`src/rtl/ast_pkg.sv`:
```
// Shared constants and types for the asynchronous serial transceiver.
// Assumes a single system clock; all offsets are byte addresses on AXI4-Lite.
`default_nettype none

package ast_pkg;

    // Register map
    localparam int               ADDR_W      = 5;
    localparam logic [ADDR_W-1:0] OFS_FORMAT  = 5'h00;
    localparam logic [ADDR_W-1:0] OFS_CONTROL = 5'h04;
    localparam logic [ADDR_W-1:0] OFS_STATUS  = 5'h08;
    localparam logic [ADDR_W-1:0] OFS_TXDATA  = 5'h0C;
    localparam logic [ADDR_W-1:0] OFS_RXDATA  = 5'h10;
    localparam logic [ADDR_W-1:0] OFS_BAUD    = 5'h14;

    // Reset values and write masks
    localparam logic [7:0]  FORMAT_RST  = 8'h00;
    localparam logic [7:0]  CONTROL_RST = 8'h00;
    localparam logic [7:0]  FORMAT_MASK = 8'h1F;
    localparam logic [7:0]  CONTROL_MASK = 8'hF7;
    localparam logic [15:0] BAUD_RST    = 16'h0040;

    // Status bit positions
    localparam int ST_TX_BUF_EMPTY   = 7;
    localparam int ST_RX_BUF_FULL   = 6;
    localparam int ST_OVR    = 5;
    localparam int ST_FRM    = 4;
    localparam int ST_PAR    = 3;
    localparam int ST_TX_END_FLAG   = 2;
    localparam int ST_MPB_RX = 1;
    localparam int ST_MPB_TX = 0;

    // Bus answers
    localparam logic [1:0] RESP_OK  = 2'h0;
    localparam logic [1:0] RESP_ERR = 2'h2;

    // Sixteen ticks per bit: sample at the eighth, bit ends on the last
    localparam logic [3:0] PH_SAMPLE = 4'h7;
    localparam logic [3:0] PH_LAST   = 4'hF;

    // Clock select codes
    localparam logic [1:0] CKS_GPIO = 2'h0;
    localparam logic [1:0] CKS_OUT  = 2'h1;
    localparam logic [1:0] CKS_EXT  = 2'h2;

    typedef struct packed {
        logic [2:0] rsvd;
        logic       char7;
        logic       pen;
        logic       podd;
        logic       mp;
        logic       stop2;
    } ast_format_t;

    typedef struct packed {
        logic       tx_irq_enable;
        logic       rx_irq_enable;
        logic       te;
        logic       re;
        logic       rsvd;
        logic       tx_end_irq_enable;
        logic [1:0] cks;
    } ast_control_t;

    typedef enum logic [0:0] {AST_TX_IDLE, AST_TX_RUN} ast_tx_state_t;
    typedef enum logic [1:0] {AST_RX_IDLE, AST_RX_START, AST_RX_BITS} ast_rx_state_t;

endpackage

`default_nettype wire

```
`src/rtl/ast_serial_unit.sv`:
```
// Asynchronous serial transceiver with AXI4-Lite register access.
// Assumes synchronous pin inputs and one system clock.
//
// Contract
// Frame is low start, data LSB first, optional parity, high stop; idle high.
// Receiver syncs on start falling edge, samples on eighth of sixteen ticks.
// Format bits pick 7/8 data, parity, multiprocessor bit, one or two stops.
// Clock select bits choose internal baud generator or external pin clock.
// Select 00 pin unused, 01 bit clock out, 10 external input, 11 reserved.
// External clock source runs at sixteen times the bit rate.
// Output clock runs at bit rate, rising edge at each bit centre.
// Software clears both enables before changing mode or format.
// Clearing transmit enable forces transmit buffer empty flag to one.
// Clearing receive enable keeps receive flags and receive buffer unchanged.
// External clock keeps running continuously, also during initialisation.
// Buffer-empty flag low moves buffer to shifter, sets flag, starts sending.
// At stop bit, a full buffer loads the next frame back to back.
// An empty buffer at stop bit sets transmit end and holds line high.
// Receiver shifts data LSB first, then parity and stop bits.
// Parity checked against odd/even select; only first stop bit checked.
// Error-free character goes to receive buffer and sets receive full.
// Error sets its flag, leaves receive full, requests error interrupt.
// Character completing while receive full flags overrun, buffer kept.
// Zero stop bit flags framing error, character still stored.
// Parity mismatch flags parity error, character not stored.
// Reception waits while any error flag is set until software clears.
// Transmitter generates parity over data per odd/even select.
`default_nettype none

module ast_serial_unit (
    input  wire logic                     CLK_SYS_IN,
    input  wire logic                     RST_N_IN,
    input  wire logic [ast_pkg::ADDR_W-1:0] AXI_AWADDR_IN,
    input  wire logic                     AXI_AWVALID_IN,
    output logic                          AXI_AWREADY_OUT,
    input  wire logic [31:0]              AXI_WDATA_IN,
    input  wire logic [3:0]               AXI_WSTRB_IN,
    input  wire logic                     AXI_WVALID_IN,
    output logic                          AXI_WREADY_OUT,
    output logic [1:0]                    AXI_BRESP_OUT,
    output logic                          AXI_BVALID_OUT,
    input  wire logic                     AXI_BREADY_IN,
    input  wire logic [ast_pkg::ADDR_W-1:0] AXI_ARADDR_IN,
    input  wire logic                     AXI_ARVALID_IN,
    output logic                          AXI_ARREADY_OUT,
    output logic [31:0]                   AXI_RDATA_OUT,
    output logic [1:0]                    AXI_RRESP_OUT,
    output logic                          AXI_RVALID_OUT,
    input  wire logic                     AXI_RREADY_IN,
    output logic                          TXD_OUT,
    input  wire logic                     RXD_IN,
    input  wire logic                     SERIAL_CLK_IN,
    output logic                          SERIAL_CLK_OUT,
    output logic                          SERIAL_CLK_OE_OUT,
    output logic                          TX_EMPTY_IRQ_OUT,
    output logic                          TX_END_IRQ_OUT,
    output logic                          RX_FULL_IRQ_OUT,
    output logic                          RX_ERROR_IRQ_OUT
);

    // Parity of the active data bits
    function automatic logic data_xor(input logic [7:0] d, input logic c7);
        return c7 ? ^d[6:0] : ^d;
    endfunction

    // Offsets answered with OKAY; anything else gets SLVERR
    function automatic logic is_mapped(input logic [ast_pkg::ADDR_W-1:0] a);
        return a == ast_pkg::OFS_FORMAT || a == ast_pkg::OFS_CONTROL
            || a == ast_pkg::OFS_STATUS || a == ast_pkg::OFS_TXDATA
            || a == ast_pkg::OFS_RXDATA || a == ast_pkg::OFS_BAUD;
    endfunction

    ast_pkg::ast_format_t   fmt;
    ast_pkg::ast_control_t  ctl;
    ast_pkg::ast_tx_state_t tx_state;
    ast_pkg::ast_rx_state_t rx_state;

    logic [15:0] baud;
    logic [15:0] div_cnt;
    logic [7:0]  tx_data_buf;
    logic [7:0]  rx_data_buf;
    logic        tx_buf_empty;
    logic        tx_end_flag;
    logic        rx_buf_full;
    logic        overrun_flag;
    logic        framing_flag;
    logic        parity_flag;
    logic        multiproc_bit;
    logic        mpb_rx;
    logic        sck_prev;
    logic        rxd_prev;
    logic [11:0] tx_shift_reg;
    logic [3:0]  tx_left;
    logic [3:0]  tx_ph;
    logic [9:0]  rx_shift_reg;
    logic [9:0]  rx_cur;
    logic [3:0]  rx_idx;
    logic [3:0]  rx_ph;
    logic        aw_hold;
    logic        w_hold;
    logic [ast_pkg::ADDR_W-1:0] aw_addr;
    logic [7:0]  w_byte;
    logic        w_lane;

    // Write channel: address and data may arrive in either order
    wire aw_go   = AXI_AWVALID_IN && AXI_AWREADY_OUT;
    wire w_go    = AXI_WVALID_IN && AXI_WREADY_OUT;
    wire wr_fire = (aw_hold || aw_go) && (w_hold || w_go);
    wire [ast_pkg::ADDR_W-1:0] wr_addr = aw_hold ? aw_addr : AXI_AWADDR_IN;
    wire [7:0] wr_byte = w_hold ? w_byte : AXI_WDATA_IN[7:0];
    wire       wr_lane = w_hold ? w_lane : AXI_WSTRB_IN[0];
    wire       wr_en   = wr_fire && wr_lane;
    wire wr_fmt  = wr_en && wr_addr == ast_pkg::OFS_FORMAT;
    wire wr_ctl  = wr_en && wr_addr == ast_pkg::OFS_CONTROL;
    wire wr_stat = wr_en && wr_addr == ast_pkg::OFS_STATUS;
    wire wr_tdat = wr_en && wr_addr == ast_pkg::OFS_TXDATA;
    wire wr_baud = wr_en && wr_addr == ast_pkg::OFS_BAUD;

    // Only one write is in flight: ready drops while the answer waits
    assign AXI_AWREADY_OUT = !aw_hold && !AXI_BVALID_OUT;
    assign AXI_WREADY_OUT  = !w_hold && !AXI_BVALID_OUT;
    assign AXI_ARREADY_OUT = !AXI_RVALID_OUT;

    // Read data selection
    wire ar_go = AXI_ARVALID_IN && AXI_ARREADY_OUT;
    wire [7:0] status_word = {tx_buf_empty, rx_buf_full, overrun_flag,
                              framing_flag, parity_flag, tx_end_flag,
                              mpb_rx, multiproc_bit};
    wire [15:0] rd_word =
        AXI_ARADDR_IN == ast_pkg::OFS_FORMAT  ? {8'h00, fmt}         :
        AXI_ARADDR_IN == ast_pkg::OFS_CONTROL ? {8'h00, ctl}         :
        AXI_ARADDR_IN == ast_pkg::OFS_STATUS  ? {8'h00, status_word} :
        AXI_ARADDR_IN == ast_pkg::OFS_TXDATA  ? {8'h00, tx_data_buf} :
        AXI_ARADDR_IN == ast_pkg::OFS_RXDATA  ? {8'h00, rx_data_buf} :
        AXI_ARADDR_IN == ast_pkg::OFS_BAUD    ? baud : 16'h0000;

    // Write side bus state
    always_ff @(posedge CLK_SYS_IN) begin
        if (!RST_N_IN) begin
            aw_hold        <= 1'b0;
            w_hold         <= 1'b0;
            aw_addr        <= '0;
            w_byte         <= 8'h00;
            w_lane         <= 1'b0;
            AXI_BVALID_OUT <= 1'b0;
            AXI_BRESP_OUT  <= ast_pkg::RESP_OK;
        end else begin
            if (aw_go) aw_addr <= AXI_AWADDR_IN;
            if (w_go) begin
                w_byte <= AXI_WDATA_IN[7:0];
                w_lane <= AXI_WSTRB_IN[0];
            end
            if (wr_fire) begin
                aw_hold        <= 1'b0;
                w_hold         <= 1'b0;
                AXI_BVALID_OUT <= 1'b1;
                AXI_BRESP_OUT  <= is_mapped(wr_addr) ? ast_pkg::RESP_OK
                                                     : ast_pkg::RESP_ERR;
            end else begin
                if (aw_go) aw_hold <= 1'b1;
                if (w_go) w_hold <= 1'b1;
                if (AXI_BREADY_IN) AXI_BVALID_OUT <= 1'b0;
            end
        end
    end

    // Read side bus state; reads have no side effects
    always_ff @(posedge CLK_SYS_IN) begin
        if (!RST_N_IN) begin
            AXI_RVALID_OUT <= 1'b0;
            AXI_RDATA_OUT  <= 32'h0000_0000;
            AXI_RRESP_OUT  <= ast_pkg::RESP_OK;
        end else if (ar_go) begin
            AXI_RVALID_OUT <= 1'b1;
            AXI_RDATA_OUT  <= {16'h0000, rd_word};
            AXI_RRESP_OUT  <= is_mapped(AXI_ARADDR_IN) ? ast_pkg::RESP_OK
                                                       : ast_pkg::RESP_ERR;
        end else if (AXI_RREADY_IN) begin
            AXI_RVALID_OUT <= 1'b0;
        end
    end

    // Upper baud byte travels with the held or live write data
    logic [7:0] w_hi;
    wire  [7:0] wr_hold_hi = w_hold ? w_hi : AXI_WDATA_IN[15:8];
    always_ff @(posedge CLK_SYS_IN) begin
        if (!RST_N_IN) w_hi <= 8'h00;
        else if (w_go) w_hi <= AXI_WDATA_IN[15:8];
    end

    // Software settings; software must idle both enables first R8
    always_ff @(posedge CLK_SYS_IN) begin
        if (!RST_N_IN) begin
            fmt         <= ast_pkg::FORMAT_RST;
            ctl         <= ast_pkg::CONTROL_RST;
            baud        <= ast_pkg::BAUD_RST;
            tx_data_buf <= 8'h00;
        end else begin
            if (wr_fmt) fmt <= wr_byte & ast_pkg::FORMAT_MASK;
            if (wr_ctl) ctl <= wr_byte & ast_pkg::CONTROL_MASK;
            if (wr_baud) baud <= AXI_WSTRB_IN[1] || w_hold ?
                                 {wr_hold_hi, wr_byte} : {baud[15:8], wr_byte};
            if (wr_tdat) tx_data_buf <= wr_byte;
        end
    end

    // Sixteen-times tick from the divider or the external pin
    wire ext_clk  = ctl.cks == ast_pkg::CKS_EXT;
    wire tick_int = div_cnt >= baud;
    wire tick     = ext_clk ? (SERIAL_CLK_IN && !sck_prev) : tick_int;
    always_ff @(posedge CLK_SYS_IN) begin
        if (!RST_N_IN) begin
            div_cnt  <= 16'h0000;
            sck_prev <= 1'b0;
        end else begin
            div_cnt  <= tick_int ? 16'h0000 : div_cnt + 16'h0001;
            sck_prev <= SERIAL_CLK_IN;
        end
    end

    // Pin drive only for the bit clock output; 00 and 11 leave it alone
    assign SERIAL_CLK_OE_OUT = !ext_clk && ctl.cks == ast_pkg::CKS_OUT;

    // Transmit frame assembly
    wire       has_x  = fmt.pen || fmt.mp;
    wire       x_bit  = fmt.mp ? multiproc_bit
                               : data_xor(tx_data_buf, fmt.char7) ^ fmt.podd;
    wire [10:0] body8 = has_x ? {2'b11, x_bit, tx_data_buf}
                              : {3'b111, tx_data_buf};
    wire [10:0] body7 = has_x ? {3'b111, x_bit, tx_data_buf[6:0]}
                              : {4'b1111, tx_data_buf[6:0]};
    wire [11:0] tx_frame = {fmt.char7 ? body7 : body8, 1'b0};
    wire [3:0] tx_len = (fmt.char7 ? 4'd8 : 4'd9) + {3'b000, has_x}
                      + (fmt.stop2 ? 4'd2 : 4'd1);

    // Transmit events
    wire tx_bit_end = tx_state == ast_pkg::AST_TX_RUN && tick && tx_ph == ast_pkg::PH_LAST;
    wire tx_last    = tx_bit_end && tx_left == 4'd1;
    wire tx_load    = ctl.te && !tx_buf_empty
                      && (tx_state == ast_pkg::AST_TX_IDLE || tx_last);
    wire tx_end_ev  = ctl.te && tx_last && tx_buf_empty;

    // Transmit shifter, line and bit-phase counter
    always_ff @(posedge CLK_SYS_IN) begin
        if (!RST_N_IN) begin
            tx_state     <= ast_pkg::AST_TX_IDLE;
            tx_shift_reg <= 12'hFFF;
            tx_left      <= 4'h0;
            tx_ph        <= 4'h0;
            TXD_OUT      <= 1'b1;
        end else begin
            if (tick) tx_ph <= tx_ph + 4'h1;
            if (!ctl.te) begin
                tx_state <= ast_pkg::AST_TX_IDLE;
                TXD_OUT  <= 1'b1;
            end else if (tx_load) begin
                tx_state     <= ast_pkg::AST_TX_RUN;
                tx_shift_reg <= tx_frame;
                tx_left      <= tx_len;
                tx_ph        <= 4'h0;
                TXD_OUT      <= tx_frame[0];
            end else if (tx_bit_end) begin
                tx_shift_reg <= {1'b1, tx_shift_reg[11:1]};
                tx_left      <= tx_left - 4'h1;
                TXD_OUT      <= tx_last ? 1'b1 : tx_shift_reg[1];
                if (tx_last) tx_state <= ast_pkg::AST_TX_IDLE;
            end
        end
    end

    // Bit clock out; phase 8 of the bit rises mid-bit
    always_ff @(posedge CLK_SYS_IN) begin
        if (!RST_N_IN) SERIAL_CLK_OUT <= 1'b1;
        else SERIAL_CLK_OUT <= tx_ph[3];
    end

    // Receive geometry and checks
    wire [3:0] rx_dbits = fmt.char7 ? 4'd7 : 4'd8;
    wire [3:0] rx_need  = rx_dbits + {3'b000, has_x} + 4'd1;
    wire       err_any  = overrun_flag || framing_flag || parity_flag;
    wire       rx_fall  = rxd_prev && !RXD_IN;
    wire       rx_samp  = tick && rx_ph == ast_pkg::PH_SAMPLE;
    wire       rx_done  = rx_state == ast_pkg::AST_RX_BITS && rx_samp
                          && rx_idx == rx_need - 4'd1;
    wire [7:0] rx_word  = fmt.char7 ? {1'b0, rx_cur[6:0]} : rx_cur[7:0];
    wire       rx_xbit  = rx_cur[rx_dbits];
    wire       stop_bad = !rx_cur[rx_dbits + {3'b000, has_x}];
    wire       par_bad  = fmt.pen && !fmt.mp
                          && (data_xor(rx_word, fmt.char7) ^ rx_xbit ^ fmt.podd);
    wire       ovr_ev   = rx_done && rx_buf_full;
    wire       par_ev   = rx_done && par_bad;
    wire       frm_ev   = rx_done && stop_bad;
    wire       rx_store = rx_done && !rx_buf_full && !par_bad;
    wire       rx_ok    = rx_store && !stop_bad;

    // Current sample merged into the collected bits
    always_comb begin
        rx_cur         = rx_shift_reg;
        rx_cur[rx_idx] = RXD_IN;
    end

    // Receive sequencer; holds off while an error flag stands
    always_ff @(posedge CLK_SYS_IN) begin
        if (!RST_N_IN) begin
            rx_state     <= ast_pkg::AST_RX_IDLE;
            rx_ph        <= 4'h0;
            rx_idx       <= 4'h0;
            rx_shift_reg <= 10'h3FF;
            rxd_prev     <= 1'b1;
        end else begin
            rxd_prev <= RXD_IN;
            if (rx_state != ast_pkg::AST_RX_IDLE && tick) rx_ph <= rx_ph + 4'h1;
            case (rx_state)
                ast_pkg::AST_RX_IDLE: begin
                    if (ctl.re && !err_any && rx_fall) begin
                        rx_state <= ast_pkg::AST_RX_START;
                        rx_ph    <= 4'h0;
                    end
                end
                ast_pkg::AST_RX_START: begin
                    if (rx_samp) begin
                        rx_idx   <= 4'h0;
                        rx_state <= RXD_IN ? ast_pkg::AST_RX_IDLE // Glitch, not a start
                                           : ast_pkg::AST_RX_BITS;
                    end
                end
                ast_pkg::AST_RX_BITS: begin
                    if (rx_samp) begin
                        rx_shift_reg <= rx_cur;
                        rx_idx       <= rx_idx + 4'h1;
                        if (rx_done) rx_state <= ast_pkg::AST_RX_IDLE;
                    end
                end
                default: rx_state <= ast_pkg::AST_RX_IDLE;
            endcase
            if (!ctl.re) rx_state <= ast_pkg::AST_RX_IDLE;
        end
    end

    // Status flags: a hardware set beats a software clear in the same cycle
    wire clr_tx_buf_empty = wr_stat && !wr_byte[ast_pkg::ST_TX_BUF_EMPTY];
    wire clr_tx_end_flag = wr_stat && !wr_byte[ast_pkg::ST_TX_END_FLAG];
    wire clr_rx_buf_full = wr_stat && !wr_byte[ast_pkg::ST_RX_BUF_FULL];
    wire clr_ovr  = wr_stat && !wr_byte[ast_pkg::ST_OVR];
    wire clr_frm  = wr_stat && !wr_byte[ast_pkg::ST_FRM];
    wire clr_par  = wr_stat && !wr_byte[ast_pkg::ST_PAR];
    always_ff @(posedge CLK_SYS_IN) begin
        if (!RST_N_IN) begin
            tx_buf_empty  <= 1'b1;
            tx_end_flag   <= 1'b1;
            rx_buf_full   <= 1'b0;
            overrun_flag  <= 1'b0;
            framing_flag  <= 1'b0;
            parity_flag   <= 1'b0;
            multiproc_bit <= 1'b0;
            mpb_rx        <= 1'b0;
            rx_data_buf   <= 8'h00;
        end else begin
            tx_buf_empty <= !ctl.te || tx_load || (tx_buf_empty && !clr_tx_buf_empty);
            tx_end_flag  <= tx_end_ev || (tx_end_flag && !clr_tx_end_flag && !tx_load);
            rx_buf_full  <= rx_ok || (rx_buf_full && !clr_rx_buf_full);
            overrun_flag <= ovr_ev || (overrun_flag && !clr_ovr);
            framing_flag <= frm_ev || (framing_flag && !clr_frm);
            parity_flag  <= par_ev || (parity_flag && !clr_par);
            if (wr_stat) multiproc_bit <= wr_byte[ast_pkg::ST_MPB_TX];
            if (rx_store) begin
                rx_data_buf <= rx_word;
                mpb_rx      <= fmt.mp && rx_xbit;
            end
        end
    end

    // Request levels; the surrounding controller owns priority
    assign TX_EMPTY_IRQ_OUT = ctl.tx_irq_enable && tx_buf_empty && ctl.te;
    assign TX_END_IRQ_OUT   = ctl.tx_end_irq_enable && tx_end_flag;
    assign RX_FULL_IRQ_OUT  = ctl.rx_irq_enable && rx_buf_full;
    assign RX_ERROR_IRQ_OUT = ctl.rx_irq_enable && err_any;
endmodule

`default_nettype wire

```
`config.mk`:
```
export PLATFORM = sky130hd
export DESIGN_NAME = ast_serial_unit
export DESIGN_NICKNAME = d
export VERILOG_FILES = /design/src/rtl/ast_pkg.sv /design/src/rtl/ast_serial_unit.sv
export SDC_FILE = /design/constraint.sdc
export NUM_CORES = 1
export LEC_CHECK = 0
export BUFFER_PORTS_ARGS = -buffer_cell sky130_fd_sc_hd__buf_4
export CAP_MARGIN = 20
export CORE_ASPECT_RATIO = 1.2
export CORE_MARGIN = 1.5
export CORE_UTILIZATION = 45
export CTS_CLUSTER_SIZE = 8
export DETAILED_ROUTE_END_ITERATION = 7
export GPL_TIMING_DRIVEN = 0
export PLACE_DENSITY_LB_ADDON = 0.3
export SKIP_CTS_REPAIR_TIMING = 1
export SYNTH_ARGS = -nofsm -noshare
export SYNTH_HDL_FRONTEND = slang
export SYNTH_SLANG_ARGS = --single-unit
```
`constraint.sdc`:
```
create_clock -name CLK_SYS_IN -period 2.9 [get_ports CLK_SYS_IN]
set_input_delay 0.435 -clock CLK_SYS_IN [delete_from_list [all_inputs] [get_ports CLK_SYS_IN]]
set_output_delay 0.435 -clock CLK_SYS_IN [all_outputs]
set_load 0.02 [all_outputs]
```
After elaboration in Yosys (flattened, before gate mapping)
Index checks and enable logic that the tools add are counted.
{"block": "totals", "regBits": 159, "inputBits": 55, "out_inout_bits": 48, "wordCells": 278}
{"block": "classes", "addsub": 10, "n_lt_le_gt_ge": 5, "n_eq_ne": 22, "mux": 59, "n_bitwise": 5, "n_reduce_logical": 130}
{"cell": "16-bit two-way mux", "count": 6}
{"cell": "1-bit logical AND", "count": 56}
{"cell": "4-bit two-way mux", "count": 11}
{"cell": "8-bit two-way mux", "count": 4}
{"cell": "1-bit zero test", "count": 27}
{"cell": "1-bit logical OR", "count": 24}
{"cell": "12-bit two-way mux", "count": 2}
{"cell": "5-bit by 4-bit == test with 1-bit output, second input constant", "count": 4}
{"cell": "5-bit == test, second input constant", "count": 4}
{"cell": "1-bit two-way mux", "count": 19}
{"cell": "9-bit two-way mux", "count": 2}
{"cell": "16-bit by 1-bit adder with 16-bit output, second input constant", "count": 1}
{"cell": "4-bit by 1-bit adder with 4-bit output, second input constant", "count": 4}
{"cell": "16-bit greater-or-equal comparator", "count": 1}
{"cell": "2-bit two-way mux", "count": 8}
{"cell": "8-bit parity", "count": 2}
{"cell": "4-bit by 5-bit < comparator with 1-bit output, second input constant", "count": 3}
{"cell": "7-bit parity", "count": 2}
{"cell": "2-bit AND reduction", "count": 6}
{"cell": "2-bit nonzero test", "count": 6}
{"cell": "10-bit bitwise mux", "count": 1}
{"cell": "5-bit by 3-bit == test with 1-bit output, second input constant", "count": 2}
{"cell": "5-bit zero test", "count": 2}
{"cell": "4-bit by 1-bit adder with 4-bit output", "count": 2}
{"cell": "21 further kinds", "count": 32}

Depth between registers and ports, before layout
{"block": "logic_depth", "ltp_word": 15, "mapped_depth": 13, "ltp_nobuf": 11}

Least setup slack after synthesis
OpenSTA, ideal clock, no wires.
{"block": "synth_timing", "kind": "reg-to-reg", "from": "reg rx_idx[0]", "to": "reg rx_buf_full", "setup_time_ps": 64, "t_arrival_ps": 2962, "required_ps": 2836, "path_slack_ps": -125, "path_stages_with_launch": 12, "n_path_buf": 1, "synth_period_minus_slack_ps": 3025, "path_cell_list": "dfxtp_1 -> ha_1 -> nor3b_1 -> mux2_2 -> xor2_1 -> xnor2_1 -> xnor3_1 -> and3b_4 -> or4_4 -> buf_6 -> o21a_1 -> nor2_1"}
{"block": "synth_via", "elab_chain_cells": 15, "elab_cells_between_ends": 24, "cone_classes": "order compare: 2; eq/ne: 1; mux: 9; bitwise: 2; reduce/logical: 10"}
{"item": "from (decl)", "line_no": "ast_serial_unit.sv:97", "text": "logic [3:0] rx_idx;"}
{"item": "from (signal assigned)", "line_no": "ast_serial_unit.sv:330", "text": "rx_idx <= rx_idx + 4'h1;"}
{"item": "branches (longest 13 deep; another with 4-bit by 5-bit < comparator with 1-bit output)"}
{"item": "1-bit logical AND *", "line_no": "ast_serial_unit.sv:294", "text": "wire rx_ok = rx_store && !stop_bad;"}
{"item": "1-bit logical OR *", "line_no": "ast_serial_unit.sv:361", "text": "rx_buf_full <= rx_ok || (rx_buf_full && !clr_rx_buf_full);"}
{"item": "to (signal assigned)", "line_no": "ast_serial_unit.sv:361"}
{"item": "to (decl)", "line_no": "ast_serial_unit.sv:84", "text": "logic rx_buf_full;"}
Mark *: on every way between the ends. The select of a mux whose other input is x is not followed.
A chain may end at the register's enable or synchronous reset.

Final worst setup path
{"block": "layout_timing", "from": "reg rx_idx[1]", "to": "reg rx_data_buf[6]"}
{"block": "layout_via", "elab_chain_cells": 13, "elab_cells_between_ends": 20, "cone_classes": "order compare: 2; eq/ne: 1; mux: 7; bitwise: 2; reduce/logical: 8"}
{"item": "branches (longest 13 deep; another with 4-bit by 5-bit < comparator with 1-bit output)"}
{"item": "to (signal assigned)", "line_no": "ast_serial_unit.sv:367", "text": "rx_data_buf <= rx_word;"}
{"item": "to (decl)", "line_no": "ast_serial_unit.sv:81", "text": "logic [7:0] rx_data_buf;"}
Parallel ways; which one is timed is not known. The select of a mux whose other input is x is not followed.

==> flow_summary_export.csv <==
group,metric,value,unit
run_status,status,"complete, but fails checks",
run_status,failed_checks,"setup timing",
sta,worst_pin_slew,1.01,ns
floorplan,rows,52,
layout,area_growth,22.8,%
power,ir_drop,377,µV
clock_network,htreeDepth,4,
layout,drive_gt1_share,19.1,%
logic_synthesis,syn_avg_cell_area,8.62,µm²
layout,top_regs,"AXI_RDATA_OUT (16), baud (16), div_cnt (16)",
sta,tns,-0.591,ns
sta,fmax,331,MHz
setup_path,crit_path_start_kind,"flip-flop",
setup_path,end_kind,"flip-flop",
setup_path,r2r_setup_slack,-0.12,ns
logic_synthesis,synth_seq_area_share,40.2,%
logic_synthesis,syn_area,7660,µm²
clock_network,cts_root_buffer,"clkbuf_16",
floorplan,core_area,16800,µm²
sta,slew_violations,0,
sta,fin_worst_skew,0.0100,ns
setup_path,crit-reg2reg-launch,"rx_idx[1]",
routing,drc,0,
clock_network,cts_buffers,17,
sta,rsz0062_at_grt,"true",
logic_synthesis,synth_area_leader_cell,"dfxtp_1",
routing,wire_per_inst,17.0,µm
logic_synthesis,synthTopCellsByCount,"dfxtp_1, nor2_1, nand2_1",
hold_path,hp-start,"AXI_RREADY_IN",
place,post-dp-hpwl,15300,µm
routing,drt_iter0_drc,495,
logic_synthesis,synth_flop_cell,"dfxtp_1",
setup_path,critical_path_class,"flip-flop to flip-flop",
global_routing,track_usage,23.6,%
place,portBuffers,65,
routing,avgViaCountPerCell,5.50,
hold_path,hold_path_end,"AXI_RVALID_OUT",
global_routing,grt_pass1_wl,32800,µm
setup_path,reg2reg_depth,11,
floorplan,die_h,146,µm
sta,max_slew_margin,32.5,%
sta,setup-violations-final,6,
routing,vias,6763,
floorplan,dieArea,17800,µm²
global_routing,grt_max_degree,17,
logic_synthesis,yosysMostFrequentCell,"dfxtp_1",
layout,final-instance-count-excl-fill,1229,
logic_synthesis,yosysWarnings,0,
sta,finalWorstSetupSlack,-0.122,ns
setup_path,path_max_fanout,6,
logic_synthesis,synthTopCellsByArea,"dfxtp_1, mux2i_1, nor2_1, nand2_1, ha_1",
hold_path,whs_path_depth,2,
layout,utilization,56.1,%
logic_synthesis,synth_top_area_share,40.2,%
sta,period_needed,3.02,ns
place,gp_congestion,0.950,
logic_synthesis,synth_edf_count,0,
global_routing,antenna_found_initial,0,
global_routing,grt_overflow,0,
floorplan,boundaryPins,103,
clock_network,clk_latency,0.43,ns
place,post-place-cells,1187,
global_routing,grt_pass1_vias,6236,
sta,hold_ws,0.184,ns
setup_path,worstPathRequired,3.23,ns
routing,postRouteAntennaNets,0,
clock_network,cts_max_path_buffers,2,
floorplan,die_x,122,µm
logic_synthesis,async_flop_share,0,%
clock_network,clkTransAtPathRegs,0.07,ns
clock_network,clock-sinks,154,
floorplan,initial_core_util,45.7,%
routing,dr.pass1.iters,5,
logic_synthesis,ys_ff_latch,154,
clock_network,cts_tree,"built",
power,powerDensity,527,nW/µm²
hold_path,hp-class,"input port to flip-flop",
setup_path,cp.arrival,3.35,ns
logic_synthesis,synth_cell_type_count,66,
routing,wirelength,21000,µm
layout,finalNetCount,1084,
flow_run,drv_cap,0,
place,pre_cts_slack,-0.734,ns
layout,antennaDiodeCount,0,
layout,n_fill_cell,1536,
sta,hold_viol_final,0,
power,cellLeakagePower,3.75,nW
setup_path,rr_endpoint,"rx_data_buf[6]",
sta,fin_crit_sh,104,%
logic_synthesis,synthCells,889,
==> per-stage QoR <==
step / total power [W] / area (µm²)
after detailed placement: 0.00277 / 8520
after floorplan: 0.00259 / 7750
after CTS: 0.00494 / 9100
after global routing: 0.00513 / 9410
final: 0.00496 / 9410
after global placement: 0.00276 / 8510
==> worst max-delay path, stage by stage (launching register included) <==
cell and delay [ns]:
dfxtp_4 0.37, inv_4 0.07, ha_4 0.14, nor3b_4 0.24
mux2i_4 0.35, xor2_2 0.18, xnor2_1 0.14, xnor3_1 0.42
and3b_4 0.21, or4_4 0.56, mux2i_1 0.20, nor2_1 0.05
==> per-layer routing <==
| layer | GRT usage [%] | part of all wire [%] | wire (µm) | vias up |
|---|---|---|---|---|
| met5 | 0 | 0 | 0 | - |
| met3 | 4.70 | 4.4 | 931 | 44 |
| met2 | 38.2 | 48 | 10100 | 206 |
| li1 | - | - | - | 3330 |
| met4 | 8.60 | 2.7 | 576 | 0 |
| met1 | 31.0 | 45 | 9350 | 3183 |
==> cell usage in the layout (no fill, tap or decap), types with 4 or more instances in the layout <==
cell / instances
a211oi_1: 36
a21o_1: 5
a21oi_1: 60
a22oi_1: 15
a311oi_1: 5
a31oi_1: 5
and2_1: 5
and3_1: 9
buf_4: 97
buf_6: 4
clkbuf_1: 32
clkbuf_16: 17
conb_1: 18
dfxtp_1: 148
ha_1: 24
inv_1: 29
inv_6: 6
mux2i_1: 51
mux2i_2: 4
nand2_1: 95
nand2b_1: 10
nand3_1: 16
nand3b_1: 6
nand4_1: 8
nor2_1: 112
nor2b_1: 12
nor3_1: 15
nor3b_4: 4
o211ai_1: 8
o21a_1: 4
o21ai_0: 18
o221ai_1: 6
xnor2_1: 19
xor2_1: 15
==> final cells by class <==
cell class / instances / area [µm²] / share of cell area, %
clock buffer: 17 / 425 / 4.52
timing repair buffer: 78 / 598 / 6.35
tap: 216 / 270 / 2.87
inverter: 32 / 123 / 1.30
multi-input combinational: 655 / 4400 / 46.7
clock inverter: 15 / 154 / 1.63
buffer: 62 / 347 / 3.68
sequential: 154 / 3100 / 32.9
==> worst max path at each step <==
stage                     slack (ns)  depth (start not counted)  startpoint         endpoint
final                          -0.12                         11   rx_idx[1]   rx_data_buf[6]
after global routing           -0.25                         11   rx_idx[1]   rx_data_buf[6]
after CTS                      -0.85                         12  div_cnt[0]  tx_shift_reg[9]
after detailed placement       -0.73                         13  div_cnt[0]   rx_data_buf[5]
after global placement         -0.68                         13  div_cnt[0]   rx_data_buf[5]
after floorplan                0.006                         12   rx_idx[0]      rx_buf_full
==> report_power, final <==
group / switching [W] / leakage (nW) / internal, W / total [W]
logic: 0.000326 / 2.21 / 0.000218 / 0.000544
clock network: 0.000992 / 0.281 / 0.00122 / 0.00221
registers: 0.0000378 / 1.25 / 0.00217 / 0.00220
==> cells by family after synthesis <==
logic type	Yosys count	synth area share, %
and+or+nand+nor	311	18.7
muxes	61	8.29
adders and majority gates	29	4.83
other	1	0.0489
DFF	154	40.2
xor gates and xnor gates	38	4.62
AOI/OAI and AO/OA	198	17.1
buffers and inverters	97	6.11
Note: power is estimated with default switching activity, not from simulation.
